`config.mk`:
```
export PLATFORM = sky130hd
export DESIGN_NAME = lpm_top
export DESIGN_NICKNAME = d
export VERILOG_FILES = /design/src/verilog/lpm_pkg.sv /design/src/verilog/lpm_top.sv
export SDC_FILE = /design/constraint.sdc
export NUM_CORES = 1
export LEC_CHECK = 0
export ABC_AREA = 1
export BUFFER_PORTS_ARGS = -buffer_cell sky130_fd_sc_hd__buf_4
export CORE_MARGIN = 2
export CORE_UTILIZATION = 40
export CTS_CLUSTER_SIZE = 10
export DETAILED_ROUTE_END_ITERATION = 8
export GPL_ROUTABILITY_DRIVEN = 1
export GPL_TIMING_DRIVEN = 0
export SYNTH_ARGS = -nofsm -noshare
export SYNTH_HDL_FRONTEND = slang
export SYNTH_SLANG_ARGS = --single-unit
```
`constraint.sdc`:
```
create_clock -name clk -period 4.1 [get_ports clk]
set_input_delay 0.82 -clock clk [delete_from_list [all_inputs] [get_ports clk]]
set_output_delay 0.82 -clock clk [all_outputs]
set_load 0.01 [all_outputs]
```
`src/verilog/lpm_pkg.sv`:
```
package lpm_pkg;
  // ==========================================================
  // Clock and timing
  localparam int unsigned CLK_HZ = 200_000_000;
  localparam int unsigned TICK_PERIOD_MS = 1;
  localparam int unsigned MS_TICK_CYCLES = CLK_HZ / 1000 * TICK_PERIOD_MS;
  localparam int unsigned RAND_NEG_MS = 80;
  localparam int unsigned RAND_POS_MS = 60;
  localparam int unsigned RAND_SPAN = RAND_NEG_MS + RAND_POS_MS + 1;
  localparam int unsigned WAKE_BURSTS = 3;
  // ==========================================================
  // Register map (byte addresses)
  localparam logic [7:0] ADDR_CTRL = 8'h00;
  localparam logic [7:0] ADDR_STATUS = 8'h04;
  localparam logic [7:0] ADDR_EVENT = 8'h08;
  // Control fields
  localparam int CTRL_DET_EN = 0;
  localparam int CTRL_AN_EN = 1;
  localparam int CTRL_PM_EN = 2;
  localparam int CTRL_LTO_LSB = 3;
  localparam int CTRL_SLEEP_LSB = 5;
  localparam int CTRL_WAKE_LSB = 7;
  localparam int CTRL_WIDTH = 9;
  localparam logic [CTRL_WIDTH-1:0] CTRL_RESET = 9'h002;
  // Status fields
  localparam int STAT_DET_LSB = 0;
  localparam int STAT_LINK = 2;
  localparam int STAT_PM_LSB = 3;
  localparam int STAT_ENERGY = 5;
  // Event fields
  localparam int EVT_DETECT = 0;
  // Detection status codes
  localparam logic [1:0] DET_SEARCH = 2'h0;
  localparam logic [1:0] DET_NEEDS_PWR = 2'h1;
  localparam logic [1:0] DET_TIMEOUT = 2'h2;
  // ==========================================================
  // States
  typedef enum logic [1:0] {IPD_OFF, IPD_SEARCH, IPD_AN} lpm_ipd_t;
  typedef enum logic [1:0] {PM_LOW, PM_WAKE, PM_NORMAL, PM_LINKWAIT} lpm_pm_t;
endpackage : lpm_pkg

```
`src/verilog/lpm_top.sv`:
```
module lpm_top #(
  parameter int unsigned MS_TICK_CYCLES = lpm_pkg::MS_TICK_CYCLES,
  parameter logic [15:0] SLEEP_MS0 = 16'h03E8,
  parameter logic [15:0] SLEEP_MS1 = 16'h07D0,
  parameter logic [15:0] SLEEP_MS2 = 16'h0BB8,
  parameter logic [15:0] SLEEP_MS3 = 16'h0FA0,
  parameter logic [15:0] WAKE_MS0 = 16'h00A0,
  parameter logic [15:0] WAKE_MS1 = 16'h0190,
  parameter logic [15:0] WAKE_MS2 = 16'h0320,
  parameter logic [15:0] WAKE_MS3 = 16'h0640,
  parameter logic [15:0] LTO_MS0 = 16'h07D0,
  parameter logic [15:0] LTO_MS1 = 16'h0BB8,
  parameter logic [15:0] LTO_MS2 = 16'h0FA0,
  parameter logic [15:0] LTO_MS3 = 16'h1388,
  parameter logic [15:0] DETECT_MS = 16'h01F4,
  parameter logic [15:0] BURST_MS = 16'h0010
) (
  input wire logic clk,
  input wire logic rst_n,
  input wire logic psel,
  input wire logic penable,
  input wire logic pwrite,
  input wire logic [7:0] paddr,
  input wire logic [31:0] pwdata,
  output logic [31:0] prdata,
  output logic pready,
  output logic pslverr,
  input wire logic energy_detect,
  input wire logic flp_loopback,
  input wire logic an_complete,
  input wire logic link_ok,
  output logic flp_special_tx,
  output logic an_run,
  output logic flp_burst_tx,
  output logic pair_b_sel,
  output logic power_down,
  output logic mgmt_interrupt_out
);
  import lpm_pkg::*;

  // ==========================================================
  // Input synchronisers
  logic [3:0] sync1_reg;
  logic [3:0] sync2_reg;
  wire energy_s = sync2_reg[0];
  wire loop_s = sync2_reg[1];
  wire an_done_s = sync2_reg[2];
  wire link_s = sync2_reg[3];

  // Two stages, first stage read only by the second
  always_ff @(posedge clk) begin
    if (!rst_n) begin
      sync1_reg <= 4'h0;
      sync2_reg <= 4'h0;
    end else begin
      sync1_reg <= {link_ok, an_complete, flp_loopback, energy_detect};
      sync2_reg <= sync1_reg;
    end
  end

  // ==========================================================
  // Millisecond tick and random source
  logic [31:0] div_reg;
  logic tick_reg;
  logic [7:0] lfsr_reg;

  // Free divider; LFSR steps every clock so dwell jitter is uncorrelated
  always_ff @(posedge clk) begin
    if (!rst_n) begin
      div_reg <= 32'h0000_0000;
      tick_reg <= 1'b0;
      lfsr_reg <= 8'h01;
    end else begin
      tick_reg <= (div_reg == 32'(MS_TICK_CYCLES - 1));
      div_reg <= (div_reg == 32'(MS_TICK_CYCLES - 1)) ? 32'h0000_0000 : div_reg + 32'h0000_0001;
      lfsr_reg <= {lfsr_reg[6:0], lfsr_reg[7] ^ lfsr_reg[5] ^ lfsr_reg[4] ^ lfsr_reg[3]};
    end
  end

  // Field code to duration in ms
  function automatic logic [15:0] pick(input logic [1:0] c, input logic [15:0] a, input logic [15:0] b,
                                       input logic [15:0] d, input logic [15:0] e);
    unique case (c)
      2'h0: pick = a;
      2'h1: pick = b;
      2'h2: pick = d;
      2'h3: pick = e;
    endcase
  endfunction : pick

  // ==========================================================
  // Registers and APB decode
  logic [CTRL_WIDTH-1:0] ctrl_reg;
  logic [1:0] det_reg;
  logic link_up_reg;
  logic evt_reg;
  logic [31:0] prdata_reg;
  logic pready_reg;
  logic pslverr_reg;
  lpm_ipd_t ipd_reg;
  lpm_ipd_t ipd_next;
  lpm_pm_t pm_reg;
  lpm_pm_t pm_next;

  wire setup = psel && !penable;
  wire access = psel && penable && pready_reg;
  wire hit_ctrl = (paddr == ADDR_CTRL);
  wire hit_stat = (paddr == ADDR_STATUS);
  wire hit_evt = (paddr == ADDR_EVENT);
  wire mapped = hit_ctrl || hit_stat || hit_evt;
  wire wr_ctrl = access && pwrite && hit_ctrl && !pslverr_reg;
  wire rd_evt = access && !pwrite && hit_evt && !pslverr_reg;
  wire det_en = ctrl_reg[CTRL_DET_EN];
  wire an_en = ctrl_reg[CTRL_AN_EN];
  wire pm_en = ctrl_reg[CTRL_PM_EN];
  wire [1:0] lto_sel = ctrl_reg[CTRL_LTO_LSB +: 2];
  wire [1:0] sleep_sel = ctrl_reg[CTRL_SLEEP_LSB +: 2];
  wire [1:0] wake_sel = ctrl_reg[CTRL_WAKE_LSB +: 2];
  wire [31:0] stat_word = {26'h000_0000, energy_s, pm_reg, link_up_reg, det_reg};
  wire [31:0] rd_word = hit_ctrl ? {23'h00_0000, ctrl_reg} : hit_stat ? stat_word :
                        hit_evt ? {31'h0000_0000, evt_reg} : 32'h0000_0000;

  // Zero-wait slave: data latched in setup, ready and error shown in access
  always_ff @(posedge clk) begin
    if (!rst_n) begin
      prdata_reg <= 32'h0000_0000;
      pready_reg <= 1'b0;
      pslverr_reg <= 1'b0;
    end else begin
      pready_reg <= setup;
      pslverr_reg <= setup && !mapped;
      prdata_reg <= setup ? rd_word : 32'h0000_0000;
    end
  end

  // ==========================================================
  // Powered-device detection
  logic [15:0] det_ms_reg;
  wire det_seen = (det_reg == DET_NEEDS_PWR);
  wire det_expire = tick_reg && (det_ms_reg >= DETECT_MS - 16'h0001) && !det_seen;
  wire loop_hit = (ipd_reg == IPD_SEARCH) && loop_s && (det_reg == DET_SEARCH);
  wire link_fail = link_up_reg && !link_s;

  // Detection sequencer
  always_comb begin
    ipd_next = ipd_reg;
    unique case (ipd_reg)
      IPD_OFF: if (det_en && an_en) ipd_next = IPD_SEARCH;
      IPD_SEARCH: begin
        if (!det_en || !an_en) ipd_next = IPD_OFF;
        else if (det_expire) ipd_next = IPD_AN;
      end
      IPD_AN: if (link_fail) ipd_next = an_en ? IPD_SEARCH : IPD_OFF;
    endcase
  end

  // Detection timer counts ms while searching
  always_ff @(posedge clk) begin
    if (!rst_n) begin
      det_ms_reg <= 16'h0000;
    end else if (ipd_reg != IPD_SEARCH) begin
      det_ms_reg <= 16'h0000;
    end else if (tick_reg) begin
      det_ms_reg <= det_ms_reg + 16'h0001;
    end
  end

  // Control word: hardware clear on timeout, hardware set on link failure
  always_ff @(posedge clk) begin
    if (!rst_n) begin
      ctrl_reg <= CTRL_RESET;
    end else begin
      if (wr_ctrl) ctrl_reg <= pwdata[CTRL_WIDTH-1:0];
      if (ipd_reg == IPD_SEARCH && det_expire) ctrl_reg[CTRL_DET_EN] <= 1'b0;
      if (ipd_reg == IPD_AN && link_fail) ctrl_reg[CTRL_DET_EN] <= 1'b1;
    end
  end

  // Detection status, link bit and sticky event
  always_ff @(posedge clk) begin
    if (!rst_n) begin
      ipd_reg <= IPD_OFF;
      det_reg <= DET_SEARCH;
      link_up_reg <= 1'b0;
      evt_reg <= 1'b0;
      flp_special_tx <= 1'b0;
      an_run <= 1'b0;
      mgmt_interrupt_out <= 1'b0;
    end else begin
      ipd_reg <= ipd_next;
      if (ipd_reg == IPD_OFF && ipd_next == IPD_SEARCH) det_reg <= DET_SEARCH;
      else if (ipd_reg == IPD_AN && ipd_next != IPD_AN) det_reg <= DET_SEARCH;
      else if (loop_hit) det_reg <= DET_NEEDS_PWR;
      else if (ipd_reg == IPD_SEARCH && det_expire) det_reg <= DET_TIMEOUT;
      link_up_reg <= (ipd_next == IPD_AN) && an_done_s && link_s;
      // Set wins over the clear-on-read
      evt_reg <= loop_hit || (evt_reg && !rd_evt);
      mgmt_interrupt_out <= loop_hit || (evt_reg && !rd_evt);
      flp_special_tx <= (ipd_next == IPD_SEARCH);
      an_run <= (ipd_next == IPD_AN);
    end
  end

  // ==========================================================
  // Power manager
  logic [15:0] pm_ms_reg;
  logic [15:0] dwell_reg;
  logic [15:0] burst_ms_reg;
  logic [1:0] burst_cnt_reg;
  wire [7:0] r_raw = lfsr_reg;
  wire [7:0] r_mod = (r_raw >= 8'(RAND_SPAN)) ? r_raw - 8'(RAND_SPAN) : r_raw;
  // Sleep codes below 80 ms would underflow; parameters must stay above it
  wire [15:0] sleep_rand = pick(sleep_sel, SLEEP_MS0, SLEEP_MS1, SLEEP_MS2, SLEEP_MS3)
                           - 16'(RAND_NEG_MS) + {8'h00, r_mod};
  wire [15:0] wake_ms = pick(wake_sel, WAKE_MS0, WAKE_MS1, WAKE_MS2, WAKE_MS3);
  wire [15:0] lto_ms = pick(lto_sel, LTO_MS0, LTO_MS1, LTO_MS2, LTO_MS3);
  wire pm_expire = tick_reg && (pm_ms_reg + 16'h0001 >= dwell_reg);
  wire burst_end = tick_reg && (burst_ms_reg + 16'h0001 >= BURST_MS);
  wire bursts_done = (burst_cnt_reg == 2'(WAKE_BURSTS));

  // State transitions
  always_comb begin
    pm_next = pm_reg;
    unique case (pm_reg)
      PM_LOW: begin
        if (!pm_en || energy_s) pm_next = PM_NORMAL;
        else if (pm_expire) pm_next = PM_WAKE;
      end
      PM_WAKE: begin
        if (!pm_en || energy_s) pm_next = PM_NORMAL;
        else if (pm_expire || (bursts_done && burst_ms_reg == 16'h0000)) pm_next = PM_LOW;
      end
      PM_NORMAL: if (pm_en && an_en && !link_s) pm_next = PM_LINKWAIT;
      PM_LINKWAIT: begin
        if (!pm_en || !an_en || link_s) pm_next = PM_NORMAL;
        else if (pm_expire) pm_next = PM_LOW;
      end
    endcase
  end

  // Dwell timer reloads on each state change
  always_ff @(posedge clk) begin
    if (!rst_n) begin
      pm_reg <= PM_LOW;
      pm_ms_reg <= 16'h0000;
      dwell_reg <= SLEEP_MS1;
    end else begin
      pm_reg <= pm_next;
      if (pm_next != pm_reg) begin
        pm_ms_reg <= 16'h0000;
        unique case (pm_next)
          PM_LOW: dwell_reg <= sleep_rand;
          PM_WAKE: dwell_reg <= wake_ms;
          PM_LINKWAIT: dwell_reg <= lto_ms;
          PM_NORMAL: dwell_reg <= 16'hFFFF;
        endcase
      end else if (tick_reg) begin
        pm_ms_reg <= pm_ms_reg + 16'h0001;
      end
    end
  end

  // Wake-up bursts alternate pairs; at most three per wake-up
  always_ff @(posedge clk) begin
    if (!rst_n) begin
      burst_ms_reg <= 16'h0000;
      burst_cnt_reg <= 2'h0;
      flp_burst_tx <= 1'b0;
      pair_b_sel <= 1'b0;
      power_down <= 1'b1;
    end else begin
      if (pm_next != PM_WAKE) begin
        burst_ms_reg <= 16'h0000;
        burst_cnt_reg <= 2'h0;
        pair_b_sel <= 1'b0;
      end else if (pm_reg == PM_WAKE && !bursts_done && burst_end) begin
        burst_ms_reg <= 16'h0000;
        burst_cnt_reg <= burst_cnt_reg + 2'h1;
        pair_b_sel <= !pair_b_sel;
      end else if (pm_reg == PM_WAKE && !bursts_done && tick_reg) begin
        burst_ms_reg <= burst_ms_reg + 16'h0001;
      end
      flp_burst_tx <= (pm_next == PM_WAKE) && !(bursts_done || (burst_cnt_reg == 2'h2 && burst_end));
      power_down <= (pm_next == PM_LOW);
    end
  end

  assign prdata = prdata_reg;
  assign pready = pready_reg;
  assign pslverr = pslverr_reg;

  // ==========================================================
  // Checks
  property p_det_enter;
    @(posedge clk) disable iff (!rst_n) (ipd_reg == IPD_OFF && det_en && an_en) |=> ipd_reg == IPD_SEARCH;
  endproperty
  a_det_enter: assert property (p_det_enter) else $error("detection not entered");

  property p_flp_tx;
    @(posedge clk) disable iff (!rst_n) flp_special_tx == (ipd_reg == IPD_SEARCH);
  endproperty
  a_flp_tx: assert property (p_flp_tx) else $error("special pulses mismatch");

  property p_loop;
    @(posedge clk) disable iff (!rst_n) loop_hit |=> det_reg == DET_NEEDS_PWR && evt_reg && mgmt_interrupt_out;
  endproperty
  a_loop: assert property (p_loop) else $error("loopback not reported");

  property p_rd_clear;
    @(posedge clk) disable iff (!rst_n) (rd_evt && !loop_hit) |=> !evt_reg && !mgmt_interrupt_out;
  endproperty
  a_rd_clear: assert property (p_rd_clear) else $error("event not cleared by read");

  property p_timeout;
    @(posedge clk) disable iff (!rst_n) (ipd_reg == IPD_SEARCH && det_en && an_en && det_expire && !loop_hit)
      |=> det_reg == DET_TIMEOUT && !det_en ##1 an_run;
  endproperty
  a_timeout: assert property (p_timeout) else $error("timeout did not hand over");

  property p_link_fail;
    @(posedge clk) disable iff (!rst_n) (ipd_reg == IPD_AN && link_fail && an_en) |=> !link_up_reg && det_en
      ##1 !an_run && flp_special_tx;
  endproperty
  a_link_fail: assert property (p_link_fail) else $error("link failure not handled");

  property p_energy;
    @(posedge clk) disable iff (!rst_n) ((pm_reg == PM_LOW || pm_reg == PM_WAKE) && energy_s) |=> pm_reg == PM_NORMAL;
  endproperty
  a_energy: assert property (p_energy) else $error("energy ignored");

  property p_stay_normal;
    @(posedge clk) disable iff (!rst_n) (pm_reg == PM_NORMAL && !an_en) |=> pm_reg == PM_NORMAL;
  endproperty
  a_stay_normal: assert property (p_stay_normal) else $error("left normal without autoneg");

  property p_reset_low;
    @(posedge clk) $rose(rst_n) |-> pm_reg == PM_LOW && power_down;
  endproperty
  a_reset_low: assert property (p_reset_low) else $error("not low power after reset");

  property p_pdown;
    @(posedge clk) disable iff (!rst_n) power_down == (pm_reg == PM_LOW);
  endproperty
  a_pdown: assert property (p_pdown) else $error("power down mismatch");

  property p_bursts;
    @(posedge clk) disable iff (!rst_n) bursts_done |-> !flp_burst_tx;
  endproperty
  a_bursts: assert property (p_bursts) else $error("burst sent after the last one");
endmodule : lpm_top

```
==> flow_summary.ini <==
[status]
status = finished clean

[drt]
drt_iter0_markers = 316
drcViolationCount = 0
num_vias = 6906
routed_wl_um = 17400
via_per_inst = 4.66
ant_nets = 0
dr.pass1.iters = 5
routedWlPerCell_um = 11.7

[placed_design]
dp_cells = 1446
dp_hpwl_um = 13300
port_buffers = 41
gp_congestion = 0.845

[worst_setup_path]
r2r-start = pm_ms_reg[2]
worstPathArrival_ns = 4.00
r2r_slack_ns = 0.42
ff2ff_path_depth = 22
path_max_fanout = 7
critPathLaunchType = register
path_class = register to register
crit_required_ns = 4.42
end_kind = register
crit_start = pm_ms_reg[2]

[final_layout]
syn_to_final_growth_pct = 17.5
fin_cells = 1481
final_nets = 1302
n_antenna_cell = 0
drive_gt1_share_pct = 12.4
largest_reg_flops = 32

[cts]
tritoncts = built
numCtsBuffers = 17
clock_latency_ns = 0.43
htree_levels = 4
hold_buffers = 0
cts-root-buf = clkbuf_16
clock_path_buffers = 2
clock-sinks = 146
path_clk_slew_ns = 0.06

[floorplanning]
die_height_um = 145
die_area_mm2 = 0.0211
io_pins = 89
initial_utilization_pct = 41.0
rows = 51
die_w_um = 145
core_mm2 = 0.0195

[synth]
ys_ff_latch = 146
synth-edff-count = 0
synthFlopType = dfxtp_1
async_flop_share_pct = 0
seq_area_frac_synth_pct = 36.5
syn_inst = 1118
syn_avg_cell_area_um2 = 7.15
yosys_warnings = 0
ys_types = 51
netlist_area_mm2 = 0.00800

[sta]
hold_viol = 0
relSlewSlack_pct = 50.7
finalSetupTns_ns = 0
fin_crit_sh_pct = 89.7
setup-violations-final = 0
max_freq_ghz = 0.272
maxSlewViolCount = 0
layout_min_cycle_time_ns = 3.68
finClkSkew_ns = 0.00870
whs_ns = 0.413
worstMarginPinSlew_ns = 0.732

[global_routing]
grt_pass1_vias = 6317
track_usage_pct = 17.0
grt_overflow = 0
grt_start_max_net_pins = 17
grt_pass1_wl_um = 29600
antenna_found_initial = 0

[power]
total_leakage_power_nw = 4.16
power.density_mw_per_mm2 = 366
vdd.ir_drop.worst_mv = 0.282

[min_path]
worstHoldPathType = register to register
worstHoldStart = sync1_reg[3]
min_path_cells = 2

[flow_run]
cap_violations = 0
## path summary, 6_finish.rpt
kind,to
max,dwell_reg[6]
min,sync2_reg[3]
max reg2reg,dwell_reg[6]
min reg2reg,sync2_reg[3]
## cells in the mapped netlist (all sizes together), types with 3 or more instances
| library cell | count | share of area (%) |
|---|---|---|
| inv | 172 | 8.1 |
| o32ai | 5 | 0.55 |
| o21ai | 65 | 4.1 |
| nor3 | 26 | 1.8 |
| a21oi | 73 | 4.6 |
| nand4 | 18 | 1.5 |
| nand3 | 48 | 3.3 |
| ha | 49 | 7.7 |
| buf | 33 | 2.8 |
| xor2 | 36 | 3.9 |
| o21a | 3 | 0.28 |
| or2 | 8 | 0.63 |
| nor2 | 146 | 7.6 |
| nand3b | 3 | 0.28 |
| nor4 | 16 | 1.4 |
| dfxtp | 146 | 37 |
| clkbuf | 11 | 0.52 |
| xnor2 | 9 | 0.99 |
| nand2 | 225 | 11 |
| a31oi | 4 | 0.31 |
| nor3b | 3 | 0.28 |
| o211ai | 4 | 0.38 |
## metrics by stage
stage / power [mW] / worst slack (ns) / area [µm²] / util, %
after CTS: 3.46 / 0.0779 / 9340 / 47.8
after detailed placement: 1.82 / 0.124 / 8720 / 44.7
final: 3.44 / 0.424 / 9400 / 48.1
after global placement: 1.81 / 0.136 / 8720 / 44.7
after floorplan: 1.73 / 0.830 / 8080 / -
after global routing: 3.60 / -0.0112 / 9400 / 48.1
## cells in the final DEF (no fill, tap or decap), drive strengths merged, types with 5 or more instances in the layout
| cell | count |
|---|---|
| o21ai | 65 |
| clkbuf | 30 |
| dfxtp | 146 |
| nor4 | 16 |
| nand3 | 48 |
| o32ai | 5 |
| nor2 | 146 |
| conb | 23 |
| buf | 77 |
| ha | 49 |
| a21oi | 73 |
| nand2 | 225 |
| or2 | 8 |
| nand4 | 18 |
| xor2 | 36 |
| xnor2 | 9 |
| nor3 | 26 |
| inv | 177 |
## metal layers
metal | vias up | wire [µm] | track usage, %
met5 | - | 0 | 0
met2 | 103 | 7740 | 27.4
met4 | 0 | 170 | 3.87
li1 | 3708 | - | -
met1 | 3077 | 8890 | 23.2
met3 | 18 | 583 | 4.04
## final cells by class
cell class | instances | area [µm²]
Clock inverter | 13 | 174
Tap cell | 265 | 332
Buffer | 44 | 268
Fill cell | 2022 | 10100
Multi-Input combinational cell | 776 | 4270
Timing Repair Buffer | 44 | 330
Inverter | 174 | 657
Clock buffer | 19 | 443
Sequential cell | 146 | 2920
## power breakdown
| group | internal (mW) | switching [mW] | total (mW) |
|---|---|---|---|
| clock | 0.986 | 0.650 | 1.64 |
| combinational | 0.121 | 0.203 | 0.323 |
| sequential | 1.46 | 0.0210 | 1.48 |
| total | 2.56 | 0.873 | 3.44 |
## repair_timing
action	4_1_cts	5_1_grt
resized for setup	0	10
setup endpoints to repair	0	47
buffers inserted	0	3
## cell families after synthesis
| family | count (synthesis) | share of synthesized area [%] |
|---|---|---|
| simple gates | 495 | 27.9 |
| flops | 146 | 36.5 |
| buf+inv | 218 | 11.5 |
| other cells | 1 | 0.0469 |
| fa+ha+maj | 50 | 7.91 |
| xor+xnor | 45 | 4.93 |
| compound gates | 163 | 11.2 |
## critical path, stage by stage, from the launching register on
cell     delay, ns
dfxtp_1       0.39
nand3_1       0.18
nor3_4        0.22
nand2_1       0.09
nor2_2        0.15
nand4_1       0.16
nor2_1        0.14
xor2_1        0.23
ha_1          0.29
a21oi_1       0.14
o21ai_0       0.08
a21oi_1       0.13
nand2_1       0.14
nand2_2       0.12
nand2_1       0.06
nand3_1       0.12
nand2_2       0.11
nor2_1        0.24
inv_1         0.09
nand3_2       0.14
nand2_1       0.11
nor2_1        0.20
nor2_1        0.05
No activity file was read; power rests on OpenSTA's default activity.
